<file path="src/rtl/audio_serial_map.svh">
// Register offsets, field positions, codes and counts of the audio port.
// Assumes byte addresses on a 6-bit register port with 16-bit data.
`ifndef AUDIO_SERIAL_MAP_SVH
`define AUDIO_SERIAL_MAP_SVH

`define OFS_CTRL_MAIN 6'h00
`define OFS_CTRL_IRQ  6'h04
`define OFS_STATUS    6'h08
`define OFS_DATA      6'h0C
`define OFS_CRC_POLY  6'h10
`define OFS_RX_CRC    6'h14
`define OFS_TX_CRC    6'h18
`define OFS_AUD_CFG   6'h1C
`define OFS_AUD_PSC   6'h20

`define CI_RX_DMA  0
`define CI_TX_DMA  1
`define CI_ERR_IE  5
`define CI_RXNE_IE 6
`define CI_TXE_IE  7

`define ST_RXNE   0
`define ST_TXE    1
`define ST_CHSIDE 2
`define ST_UDR    3
`define ST_OVR    6
`define ST_BUSY   7

`define CF_CHLEN   0
`define CF_DLEN_LO 1
`define CF_DLEN_HI 2
`define CF_STD_LO  4
`define CF_STD_HI  5
`define CF_ROLE_LO 8
`define CF_ROLE_HI 9
`define CF_EN      10
`define CF_MODE    11

`define STD_PHILIPS 2'h0
`define STD_MSB     2'h1
`define STD_LSB     2'h2
`define STD_PCM     2'h3
`define ROLE_SLV_TX 2'h0
`define DLEN_16     2'h0

`define ZERO16    16'h0000
`define BIT_FIRST 6'h00
`define BIT_ONE   6'h01
`define BIT_HALF  6'h10
`define BIT_PRE   6'h3F
`define LAST16    6'h0F
`define LAST32    6'h1F

`endif

</file>
<file path="src/rtl/audio_serial_pkg.sv">
// Types shared by the audio port: bus request and the module state.
// Assumes the offsets and field positions of audio_serial_map.svh.
`default_nettype none

package audio_serial_pkg;

  typedef struct packed {
    logic [5:0]  addr;
    logic [15:0] wdata;
    logic        wr;
    logic        rd;
  } bus_req_t;

  typedef enum logic [2:0] {
    LINK_OFF, LINK_SYNC, LINK_RUN, LINK_DRAIN, LINK_HALT
  } link_t;

  typedef struct packed {
    logic [2:0]  sck_s;
    logic [1:0]  ws_s;
    logic [1:0]  sd_s;
    logic        ws_r;
    logic        ws_f;
    link_t       link;
    logic [15:0] ctrl_main;
    logic [15:0] ctrl_irq;
    logic [15:0] cfg;
    logic [15:0] psc;
    logic [15:0] crc_poly;
    logic [15:0] tx_buf;
    logic [15:0] tx_sh;
    logic [15:0] rx_buf;
    logic [15:0] rx_sh;
    logic [5:0]  tx_idx;
    logic [5:0]  rx_idx;
    logic        slot_ch;
    logic        txe;
    logic        rxne;
    logic        chside;
    logic        udr;
    logic        ovr;
    logic        armed;
    logic        busy;
    logic [15:0] rd_data;
    logic        sd_out;
    logic        sd_oe;
    logic        irq;
    logic        tx_dreq;
    logic        rx_dreq;
  } state_t;

endpackage : audio_serial_pkg

`default_nettype wire

</file>
<file path="src/rtl/audio_serial_slave.sv">
// Slave audio serial port: transmit and receive paths, flags, registers.
// Assumes an external master drives bit clock and word select; all pins
// are sampled by clk, which must run well above the bit clock.
// Behaviour
// - A loaded slave transmitter starts only when the master clocks a word.
// - At a word's first bit, data moves to the shift register, then out.
// - Moving a word into the shifter sets tx empty; its enable raises irq.
// - No new word by the next load time sets the underrun flag.
// - Channel side comes from the master's word select level.
// - In justified formats the first written word goes to the left channel.
// - A stopping transmitter drops busy only after tx empty is high.
// - A full receive buffer sets rx not empty; a data read clears it.
// - Received audio reaches the buffer in 16-bit units, one or two a slot.
// - A data write clears tx empty; it reads zero while the port is off.
// - Busy shows communication in progress, set and cleared by hardware.
// - In slave mode busy drops for one bit clock in each word.
// - Busy clears once the port is off and the current word is done.
// - In receive, channel side records the channel of each captured word.
// - After an error the link halts until the port is disabled and enabled.
// - Channel side reads zero in the pulse framed format.
// - Error flags with the error enable raise the interrupt.
// - Underrun acts only in audio mode; a status read clears it.
// - A word arriving while the buffer is full sets overrun and is lost.
// - Overrun clears on a status read followed by a data read.
// - DMA requests follow the buffer flags; the rx and tx CRC registers read zero.
//
// Chosen here: the address-and-strobe port.
`default_nettype none

`include "audio_serial_map.svh"

module audio_serial_slave (
  input  wire logic                       clk,        // System clock
  input  wire logic                       rst_b,      // Async reset
  input  wire audio_serial_pkg::bus_req_t bus,        // Register request
  output var  logic [15:0]                rd_data,    // Read data, next cycle
  input  wire logic                       sck,        // Bit clock pin
  input  wire logic                       ws,         // Word select pin
  input  wire logic                       sd_in,      // Serial data in
  output var  logic                       sd_out,     // Serial data out
  output var  logic                       sd_oe,      // Data pin drive
  output var  logic                       irq,        // Interrupt request
  output var  logic                       tx_dma_req, // Transmit DMA request
  output var  logic                       rx_dma_req  // Receive DMA request
);
  import audio_serial_pkg::*;

  state_t      r;
  state_t      n;
  logic        rise, fall, en, en_n, is_tx, two_half, lsb_pad;
  logic        start_t, start_r, act_t, act_r, ld, cap;
  logic        wdt, rdd, rds, rx_free;
  logic        txe_set, txe_clr, rxne_set, rxne_clr;
  logic        udr_set, udr_clr, ovr_set, ovr_clr;
  logic [1:0]  std;
  logic [5:0]  last, tidx, ridx;
  logic [15:0] stat, rmux;

  ////////////////////////////////////////////////////////////////////////
  // A pulse format restarts only on the rising frame pulse
  function automatic logic ws_edge(input logic nw, input logic ow,
                                   input logic [1:0] sd);
    ws_edge = (nw != ow) && (sd != `STD_PCM || nw);
  endfunction : ws_edge

  // Left is zero; in the standard format left is word select low
  function automatic logic chan_of(input logic w, input logic [1:0] sd);
    chan_of = (sd == `STD_PHILIPS) ? w : ~w;
  endfunction : chan_of

  // Standard format puts the first bit one clock after the select edge
  function automatic logic [5:0] next_idx(input logic nw, input logic ow,
                                          input logic [1:0] sd,
                                          input logic [5:0] cur);
    if (ws_edge(nw, ow, sd)) begin
      next_idx = (sd == `STD_PHILIPS) ? `BIT_PRE : `BIT_FIRST;
    end else begin
      next_idx = cur + `BIT_ONE;
    end
  endfunction : next_idx

  ////////////////////////////////////////////////////////////////////////
  always_comb begin
    n        = r;
    txe_set  = 1'b0;
    txe_clr  = 1'b0;
    rxne_set = 1'b0;
    rxne_clr = 1'b0;
    udr_set  = 1'b0;
    udr_clr  = 1'b0;
    ovr_set  = 1'b0;
    ovr_clr  = 1'b0;

    en       = r.cfg[`CF_EN] & r.cfg[`CF_MODE];
    std      = r.cfg[`CF_STD_HI:`CF_STD_LO];
    is_tx    = r.cfg[`CF_ROLE_HI:`CF_ROLE_LO] == `ROLE_SLV_TX;
    last     = r.cfg[`CF_CHLEN] ? `LAST32 : `LAST16;
    two_half = r.cfg[`CF_CHLEN] &&
               r.cfg[`CF_DLEN_HI:`CF_DLEN_LO] != `DLEN_16;
    lsb_pad  = r.cfg[`CF_CHLEN] && !two_half && std == `STD_LSB;

    wdt = bus.wr && bus.addr == `OFS_DATA;
    rdd = bus.rd && bus.addr == `OFS_DATA;
    rds = bus.rd && bus.addr == `OFS_STATUS;

    // Only the second stage of the select and data chains is looked at; bit clock edges use stages two and three
    n.sck_s = {r.sck_s[1:0], sck};
    n.ws_s  = {r.ws_s[0], ws};
    n.sd_s  = {r.sd_s[0], sd_in};
    rise    = r.sck_s[1] & ~r.sck_s[2];
    fall    = r.sck_s[2] & ~r.sck_s[1];

    //////////////////////////////////////////////////////////////////////
    // Register port
    if (bus.wr) begin
      case (bus.addr)
        `OFS_CTRL_MAIN: n.ctrl_main = bus.wdata;
        `OFS_CTRL_IRQ:  n.ctrl_irq  = bus.wdata;
        `OFS_CRC_POLY:  n.crc_poly  = bus.wdata;
        `OFS_AUD_CFG:   n.cfg       = bus.wdata;
        `OFS_AUD_PSC:   n.psc       = bus.wdata;
        `OFS_DATA: begin
          n.tx_buf = bus.wdata;
          txe_clr  = 1'b1;
        end
        default: ;
      endcase
    end

    stat              = `ZERO16;
    stat[`ST_RXNE]    = r.rxne;
    stat[`ST_TXE]     = en & r.txe;
    stat[`ST_CHSIDE]  = r.chside & (std != `STD_PCM);
    stat[`ST_UDR]     = r.udr;
    stat[`ST_OVR]     = r.ovr;
    stat[`ST_BUSY]    = r.busy;

    case (bus.addr)
      `OFS_CTRL_MAIN: rmux = r.ctrl_main;
      `OFS_CTRL_IRQ:  rmux = r.ctrl_irq;
      `OFS_STATUS:    rmux = stat;
      `OFS_DATA:      rmux = r.rx_buf;
      `OFS_CRC_POLY:  rmux = r.crc_poly;
      `OFS_AUD_CFG:   rmux = r.cfg;
      `OFS_AUD_PSC:   rmux = r.psc;
      default:        rmux = `ZERO16;
    endcase
    n.rd_data = bus.rd ? rmux : `ZERO16;

    if (rds) begin
      udr_clr = 1'b1;
      if (r.ovr) begin
        n.armed = 1'b1;
      end
    end
    if (rdd) begin
      rxne_clr = 1'b1;
      ovr_clr  = r.armed;
      n.armed  = 1'b0;
    end

    //////////////////////////////////////////////////////////////////////
    // Enable sequencing; edge handling below may override
    case (r.link)
      LINK_OFF:  if (en) n.link = LINK_SYNC;
      LINK_SYNC: if (!en) n.link = LINK_OFF;
      LINK_HALT: if (!en) n.link = LINK_OFF;
      LINK_RUN:  if (!en) n.link = LINK_DRAIN;
      LINK_DRAIN: ;
      default:   n.link = LINK_OFF;
    endcase
    if (r.link == LINK_OFF || r.link == LINK_HALT) begin
      n.busy = 1'b0;
    end

    //////////////////////////////////////////////////////////////////////
    // Transmit: data changes after the falling bit clock edge
    if (fall) begin
      n.ws_f = r.ws_s[1];
    end
    tidx    = next_idx(r.ws_s[1], r.ws_f, std, r.tx_idx);
    start_t = fall && is_tx && en && r.link == LINK_SYNC &&
              ws_edge(r.ws_s[1], r.ws_f, std) &&
              !chan_of(r.ws_s[1], std);
    act_t   = fall && is_tx &&
              (start_t || r.link == LINK_RUN || r.link == LINK_DRAIN);
    ld      = act_t &&
              ((tidx == `BIT_FIRST && !lsb_pad) ||
               (tidx == `BIT_HALF && (two_half || lsb_pad)));

    if (act_t) begin
      n.tx_idx = tidx;
      n.busy   = tidx != `BIT_FIRST;
      if (start_t) begin
        n.link = LINK_RUN;
      end
      if (r.link == LINK_DRAIN && tidx == `BIT_FIRST && r.txe) begin
        n.link  = LINK_OFF;
        n.busy  = 1'b0;
        n.tx_sh = `ZERO16;
      end else if (ld) begin
        if (r.txe && !wdt) begin
          udr_set = 1'b1;
          n.link  = LINK_HALT;
          n.busy  = 1'b0;
          n.tx_sh = `ZERO16;
        end else begin
          // A write in the load cycle goes straight to the shifter when tx empty is set
          n.tx_sh  = r.txe ? bus.wdata : r.tx_buf;
          txe_set  = r.txe || !wdt;
          n.chside = chan_of(r.ws_s[1], std);
        end
      end else if (tidx == `BIT_FIRST || tidx > last) begin
        n.tx_sh = `ZERO16;
      end else begin
        n.tx_sh = {r.tx_sh[14:0], 1'b0};
      end
    end

    //////////////////////////////////////////////////////////////////////
    // Receive: data is sampled on the rising bit clock edge
    if (rise) begin
      n.ws_r = r.ws_s[1];
    end
    ridx    = next_idx(r.ws_s[1], r.ws_r, std, r.rx_idx);
    start_r = rise && !is_tx && en && r.link == LINK_SYNC &&
              ws_edge(r.ws_s[1], r.ws_r, std) &&
              !chan_of(r.ws_s[1], std);
    act_r   = rise && !is_tx &&
              (start_r || r.link == LINK_RUN || r.link == LINK_DRAIN);
    cap     = act_r &&
              ((ridx == `LAST16 && !lsb_pad) ||
               (ridx == `LAST32 && (two_half || lsb_pad)));
    // A word landing in the cycle of a data read is not an overrun
    rx_free = !r.rxne || rdd;

    if (act_r) begin
      n.rx_idx = ridx;
      n.busy   = ridx != `BIT_FIRST;
      n.rx_sh  = {r.rx_sh[14:0], r.sd_s[1]};
      if (start_r) begin
        n.link = LINK_RUN;
      end
      if (cap) begin
        if (!rx_free) begin
          ovr_set = 1'b1;
          n.link  = LINK_HALT;
          n.busy  = 1'b0;
        end else begin
          n.rx_buf = {r.rx_sh[14:0], r.sd_s[1]};
          rxne_set = 1'b1;
          n.chside = r.slot_ch;
        end
      end
      // Slot channel is taken after capture: in the standard format the
      // select edge and the last bit of a short slot share one clock
      if (ws_edge(r.ws_s[1], r.ws_r, std)) begin
        n.slot_ch = chan_of(r.ws_s[1], std);
      end
      if (r.link == LINK_DRAIN && ridx == last) begin
        n.link = LINK_OFF;
        n.busy = 1'b0;
      end
    end

    //////////////////////////////////////////////////////////////////////
    // Flags: a hardware set wins over a software clear
    n.txe  = txe_set | (r.txe & ~txe_clr);
    n.rxne = rxne_set | (r.rxne & ~rxne_clr);
    n.udr  = udr_set | (r.udr & ~udr_clr);
    n.ovr  = ovr_set | (r.ovr & ~ovr_clr);
    if (ovr_set) begin
      n.armed = 1'b0;
    end

    en_n      = n.cfg[`CF_EN] & n.cfg[`CF_MODE];
    n.sd_out  = n.tx_sh[15];
    n.sd_oe   = is_tx && n.link != LINK_OFF;
    n.irq     = (en_n & n.txe & n.ctrl_irq[`CI_TXE_IE]) |
                (n.rxne & n.ctrl_irq[`CI_RXNE_IE]) |
                ((n.udr | n.ovr) & n.ctrl_irq[`CI_ERR_IE]);
    n.tx_dreq = en_n & is_tx & n.txe & n.ctrl_irq[`CI_TX_DMA];
    n.rx_dreq = n.rxne & n.ctrl_irq[`CI_RX_DMA];
  end

  ////////////////////////////////////////////////////////////////////////
  always_ff @(posedge clk or negedge rst_b) begin
    if (!rst_b) begin
      r      <= '0;
      r.link <= LINK_OFF;
      r.txe  <= 1'b1;
    end else begin
      r <= n;
    end
  end

  assign rd_data    = r.rd_data;
  assign sd_out     = r.sd_out;
  assign sd_oe      = r.sd_oe;
  assign irq        = r.irq;
  assign tx_dma_req = r.tx_dreq;
  assign rx_dma_req = r.rx_dreq;
endmodule : audio_serial_slave

`default_nettype wire

</file>
<file path="config.mk">
export PLATFORM = sky130hd
export DESIGN_NAME = audio_serial_slave
export DESIGN_NICKNAME = d
export VERILOG_FILES = /design/src/rtl/audio_serial_pkg.sv /design/src/rtl/audio_serial_slave.sv
export VERILOG_INCLUDE_DIRS = /design/src /design/src/rtl
export SDC_FILE = /design/constraint.sdc
export NUM_CORES = 1
export LEC_CHECK = 0
export BUFFER_PORTS_ARGS = -buffer_cell sky130_fd_sc_hd__clkbuf_2
export CORE_MARGIN = 5
export CORE_UTILIZATION = 30
export CTS_CLUSTER_DIAMETER = 200
export DETAILED_ROUTE_END_ITERATION = 7
export PLACE_DENSITY = 0.46
export SLEW_MARGIN = 40
export SYNTH_ARGS = -nofsm -noshare
export SYNTH_HDL_FRONTEND = slang
export SYNTH_SLANG_ARGS = --single-unit
export TNS_END_PERCENT = 50
</file>
<file path="constraint.sdc">
create_clock -name clk -period 3.4 [get_ports clk]
set_input_delay 0 -clock clk [delete_from_list [all_inputs] [get_ports clk]]
set_output_delay 0 -clock clk [all_outputs]
set_load 0.02 [all_outputs]
</file>
==> impl_metrics.py <==
metrics = {
    "final_layout": {
        "regArea_sq_um": 4880,
        "drive_gt1_frac": 0.327,
        "multi_input_area_sq_um": 3840,
        "areaGrowthSynthToFinish_pct": 15.9,
        "fin_area_sq_um": 10500,
        "finalNetCount": 809,
        "antenna_cells": 0,
        "fillers": 3003,
    },
    "clock_network": {
        "clk_latency_ns": 0.45,
        "cts_tree": "built",
        "cts_resized": 0,
        "htreeDepth": 4,
        "clkSinkCount": 195,
        "clk_path_buf_depth": 2,
        "cts_buffers": 17,
        "cts-root-buf": "clkbuf_16",
        "path_clk_slew_ns": 0.08,
    },
    "worst_setup_path": {
        "worst_setup_path_end_kind": "flip-flop",
        "required_ns": 3.78,
        "cp_max_fo": 15,
        "cp_common_cell": "ha_1",
        "cp-start-kind": "flip-flop",
        "r2r_start": "r[35]",
        "crit_path_top_delay_cell": "dfrtp_1",
        "arrival_ns": 3.40,
        "crit_chain": "ha_1, and3_1, xor2_1, and2_1, or2_2, ha_1, o21ai_0, a211o_1, a31oi_4, a221o_1",
        "crit_path_max_incr_delay_ns": 0.45,
        "crit_type": "flip-flop to flip-flop",
        "startpoint": "r[35]",
    },
    "global_routing": {
        "grtUsageMet1": 0.214,
        "grt-ovfl-total": 0,
        "antenna_found_initial": 0,
        "grt_first_pass_wirelength_mm": 37.7,
        "grt_use_met3": 0.0256,
        "grt_max_degree": 111,
        "grt_use_met2": 0.221,
        "first_global_vias": 6249,
        "grtUsageTotal": 0.146,
        "top_usage_layer": "met2",
    },
    "die": {
        "die_h_um": 183,
        "core-area_sq_um": 29600,
        "rows": 63,
        "boundaryPins": 50,
        "die_w_um": 183,
        "initial_core_util": 0.304,
        "dieArea_sq_um": 33600,
    },
    "synthesis": {
        "seq_area_frac_synth": 0.541,
        "syn_area_sq_um": 9020,
        "syn_nets": 753,
        "syn_avg_cell_area_sq_um": 12.5,
        "synth_edf_count": 0,
        "synthCells": 720,
        "yosysTopAreaCell": "dfrtp_1",
        "synthDistinctLibCells": 74,
        "async_reset_ff_frac": 1.00,
        "yosysTopAreaCellShare": 0.538,
        "synth_ff_type": "dfrtp_1",
        "synth_seq_cells": 195,
        "synth.most_common_cell": "dfrtp_1",
        "synth_area_leaders": "dfrtp_1, mux2_2, a22oi_1, mux2i_1, nor2_1",
        "yosys_warnings": 0,
        "synth_common_cells": "dfrtp_1, mux2_2, a22oi_1, nor2_1, nand2_1",
    },
    "detailed_routing": {
        "viasPerCell": 5.07,
        "ant_nets": 0,
        "route.detailed.wl_per_inst_um": 20.2,
        "wl_mm": 23.8,
        "drcViolationCount": 0,
        "dr.pass1.iters": 4,
        "route.vias.total": 5973,
        "drt_iter0_markers": 382,
    },
    "sta": {
        "fin_skew_ns": 0.0159,
        "fmax_ghz": 0.332,
        "hold_violations": 1,
        "setup_viol": 0,
        "worst_hold_slack_ns": -0.000723,
        "drv_slew": 0,
        "finalCritPeriodShare": 0.887,
        "min_period_ns": 3.02,
        "fin_setup_tns_ns": 0,
        "worst_slack_ns": 0.385,
        "tightest_slew_ns": 0.843,
        "rsz0062_at_grt": "no",
        "max-slew-margin-rel": 0.437,
    },
    "min_path": {
        "min_path_type": "primary input to flip-flop",
        "min_from": "bus[16]",
    },
    "power_and_ir_drop": {
        "p_int_mw": 3.85,
        "p_sw_mw": 1.56,
        "ir_drop_mv": 0.364,
        "p_sw_frac": 0.288,
        "seqPwrFrac": 0.498,
        "power.density_nw_per_um2": 517,
        "leakagePower_nw": 4.77,
        "clkPwrFrac": 0.378,
        "p_comb_frac": 0.124,
    },
    "place": {
        "dpl_cell_area_sq_um": 9680,
        "gp_congestion": 0.807,
        "port-buffer-count": 49,
        "dpl.hpwl_mm": 16.1,
        "pre_cts_slack_ns": 0.417,
    },
    "status": {
        "violations": "negative hold slack",
        "status": "complete, but fails checks",
    },
    "job": {
        "cap_violations": 0,
    },
}
## worst max-delay path, delay by kind of cell (launching register included)
family                     cells  cell delay [ns]
AOI/OAI and AO/OA              4             1.04
xor gates and xnor gates       1             0.16
adders and majority gates      2             0.58
DFF                            1             0.45
and+or+nand+nor                3             0.73
## per-stage QoR
stage          power (mW)   util  instances
2_1_floorplan        3.14      -        720
3_3_place_gp         3.39  0.326       1130
3_5_place_dp         3.40  0.327       1130
4_1_cts              5.48  0.353       1179
5_1_grt              5.67  0.353       1179
6_report             5.40  0.353       1179
## layout by cell type (no fill, tap or decap), types with 5 or more instances in the layout
cell type,n
dfrtp_1,194
mux2_2,124
clkbuf_2,48
nor2_1,43
a22oi_1,43
nand2_1,34
o21ai_0,24
buf_4,24
mux2i_1,21
clkbuf_16,18
a31oi_1,17
dlygate4sd3_1,17
a221o_1,16
a21oi_1,15
mux2_4,9
inv_1,8
and3_1,8
nor3_1,6
xor2_1,5
nand3_1,5
clkinv_8,5
## worst paths after layout
check / endpoint / slack, ns / depth (start not counted)
min in group asynchronous: r[63] / 0.13 / 2
min reg2reg: n[196] / 0.36 / 0
max in group asynchronous: r[151] / 2.47 / 3
max: r[74] / 0.38 / 10
max reg2reg: r[74] / 0.38 / 10
min: r[167] / -0.0007 / 2
## layout make-up
class | count | area share
well taps | 390 | 0.0467
flip-flops and latches | 195 | 0.467
clock inverters | 14 | 0.0157
repair buffers | 90 | 0.0589
clock buffers | 18 | 0.0420
inverters | 8 | 0.00287
multi-input cells | 464 | 0.367
## registers in the layout, indices dropped and copies added, names as in the netlist
name and flops:
r 170, rd_data 16, n 4, irq 1
rx_dma_req 1, sd_oe 1, sd_out 1, tx_dma_req 1
## logic make-up after synthesis
logic type | Yosys count | share of synthesized area
xor gates and xnor gates | 9 | 0.00874
adders and majority gates | 4 | 0.00555
and+or+nand+nor | 138 | 0.0824
muxes | 155 | 0.196
DFF | 195 | 0.541
AOI/OAI and AO/OA | 158 | 0.131
buffers and inverters | 61 | 0.0359
## power by group through the flow
| stage | clock [mW] | combinational [mW] | sequential, mW |
|---|---|---|---|
| CTS | 2.11 | 0.684 | 2.69 |
| detailed placement | 0 | 0.666 | 2.73 |
| floorplan | 0 | 0.465 | 2.68 |
| global placement | 0 | 0.661 | 2.73 |
| finish | 2.04 | 0.670 | 2.69 |
| global route | 2.20 | 0.756 | 2.72 |
## what timing repair did
| item | 4_1_cts | 5_1_grt |
|---|---|---|
| hold buffers | 17 | 0 |
| setup buffers | 0 | 0 |
| endpoints found under the setup margin | 0 | 0 |
| hold endpoints to repair | 183 | 0 |
## per-layer routing
metal  wire length [um]  part of all wire  vias to the layer above
li1                   -                 -                     2811
met1              11900              0.50                     3036
met2              10800              0.46                      103
met3                693             0.029                       23
met4                372             0.016                        0
met5                  0                 0                        -
Note: power is estimated with default switching activity, not from simulation.
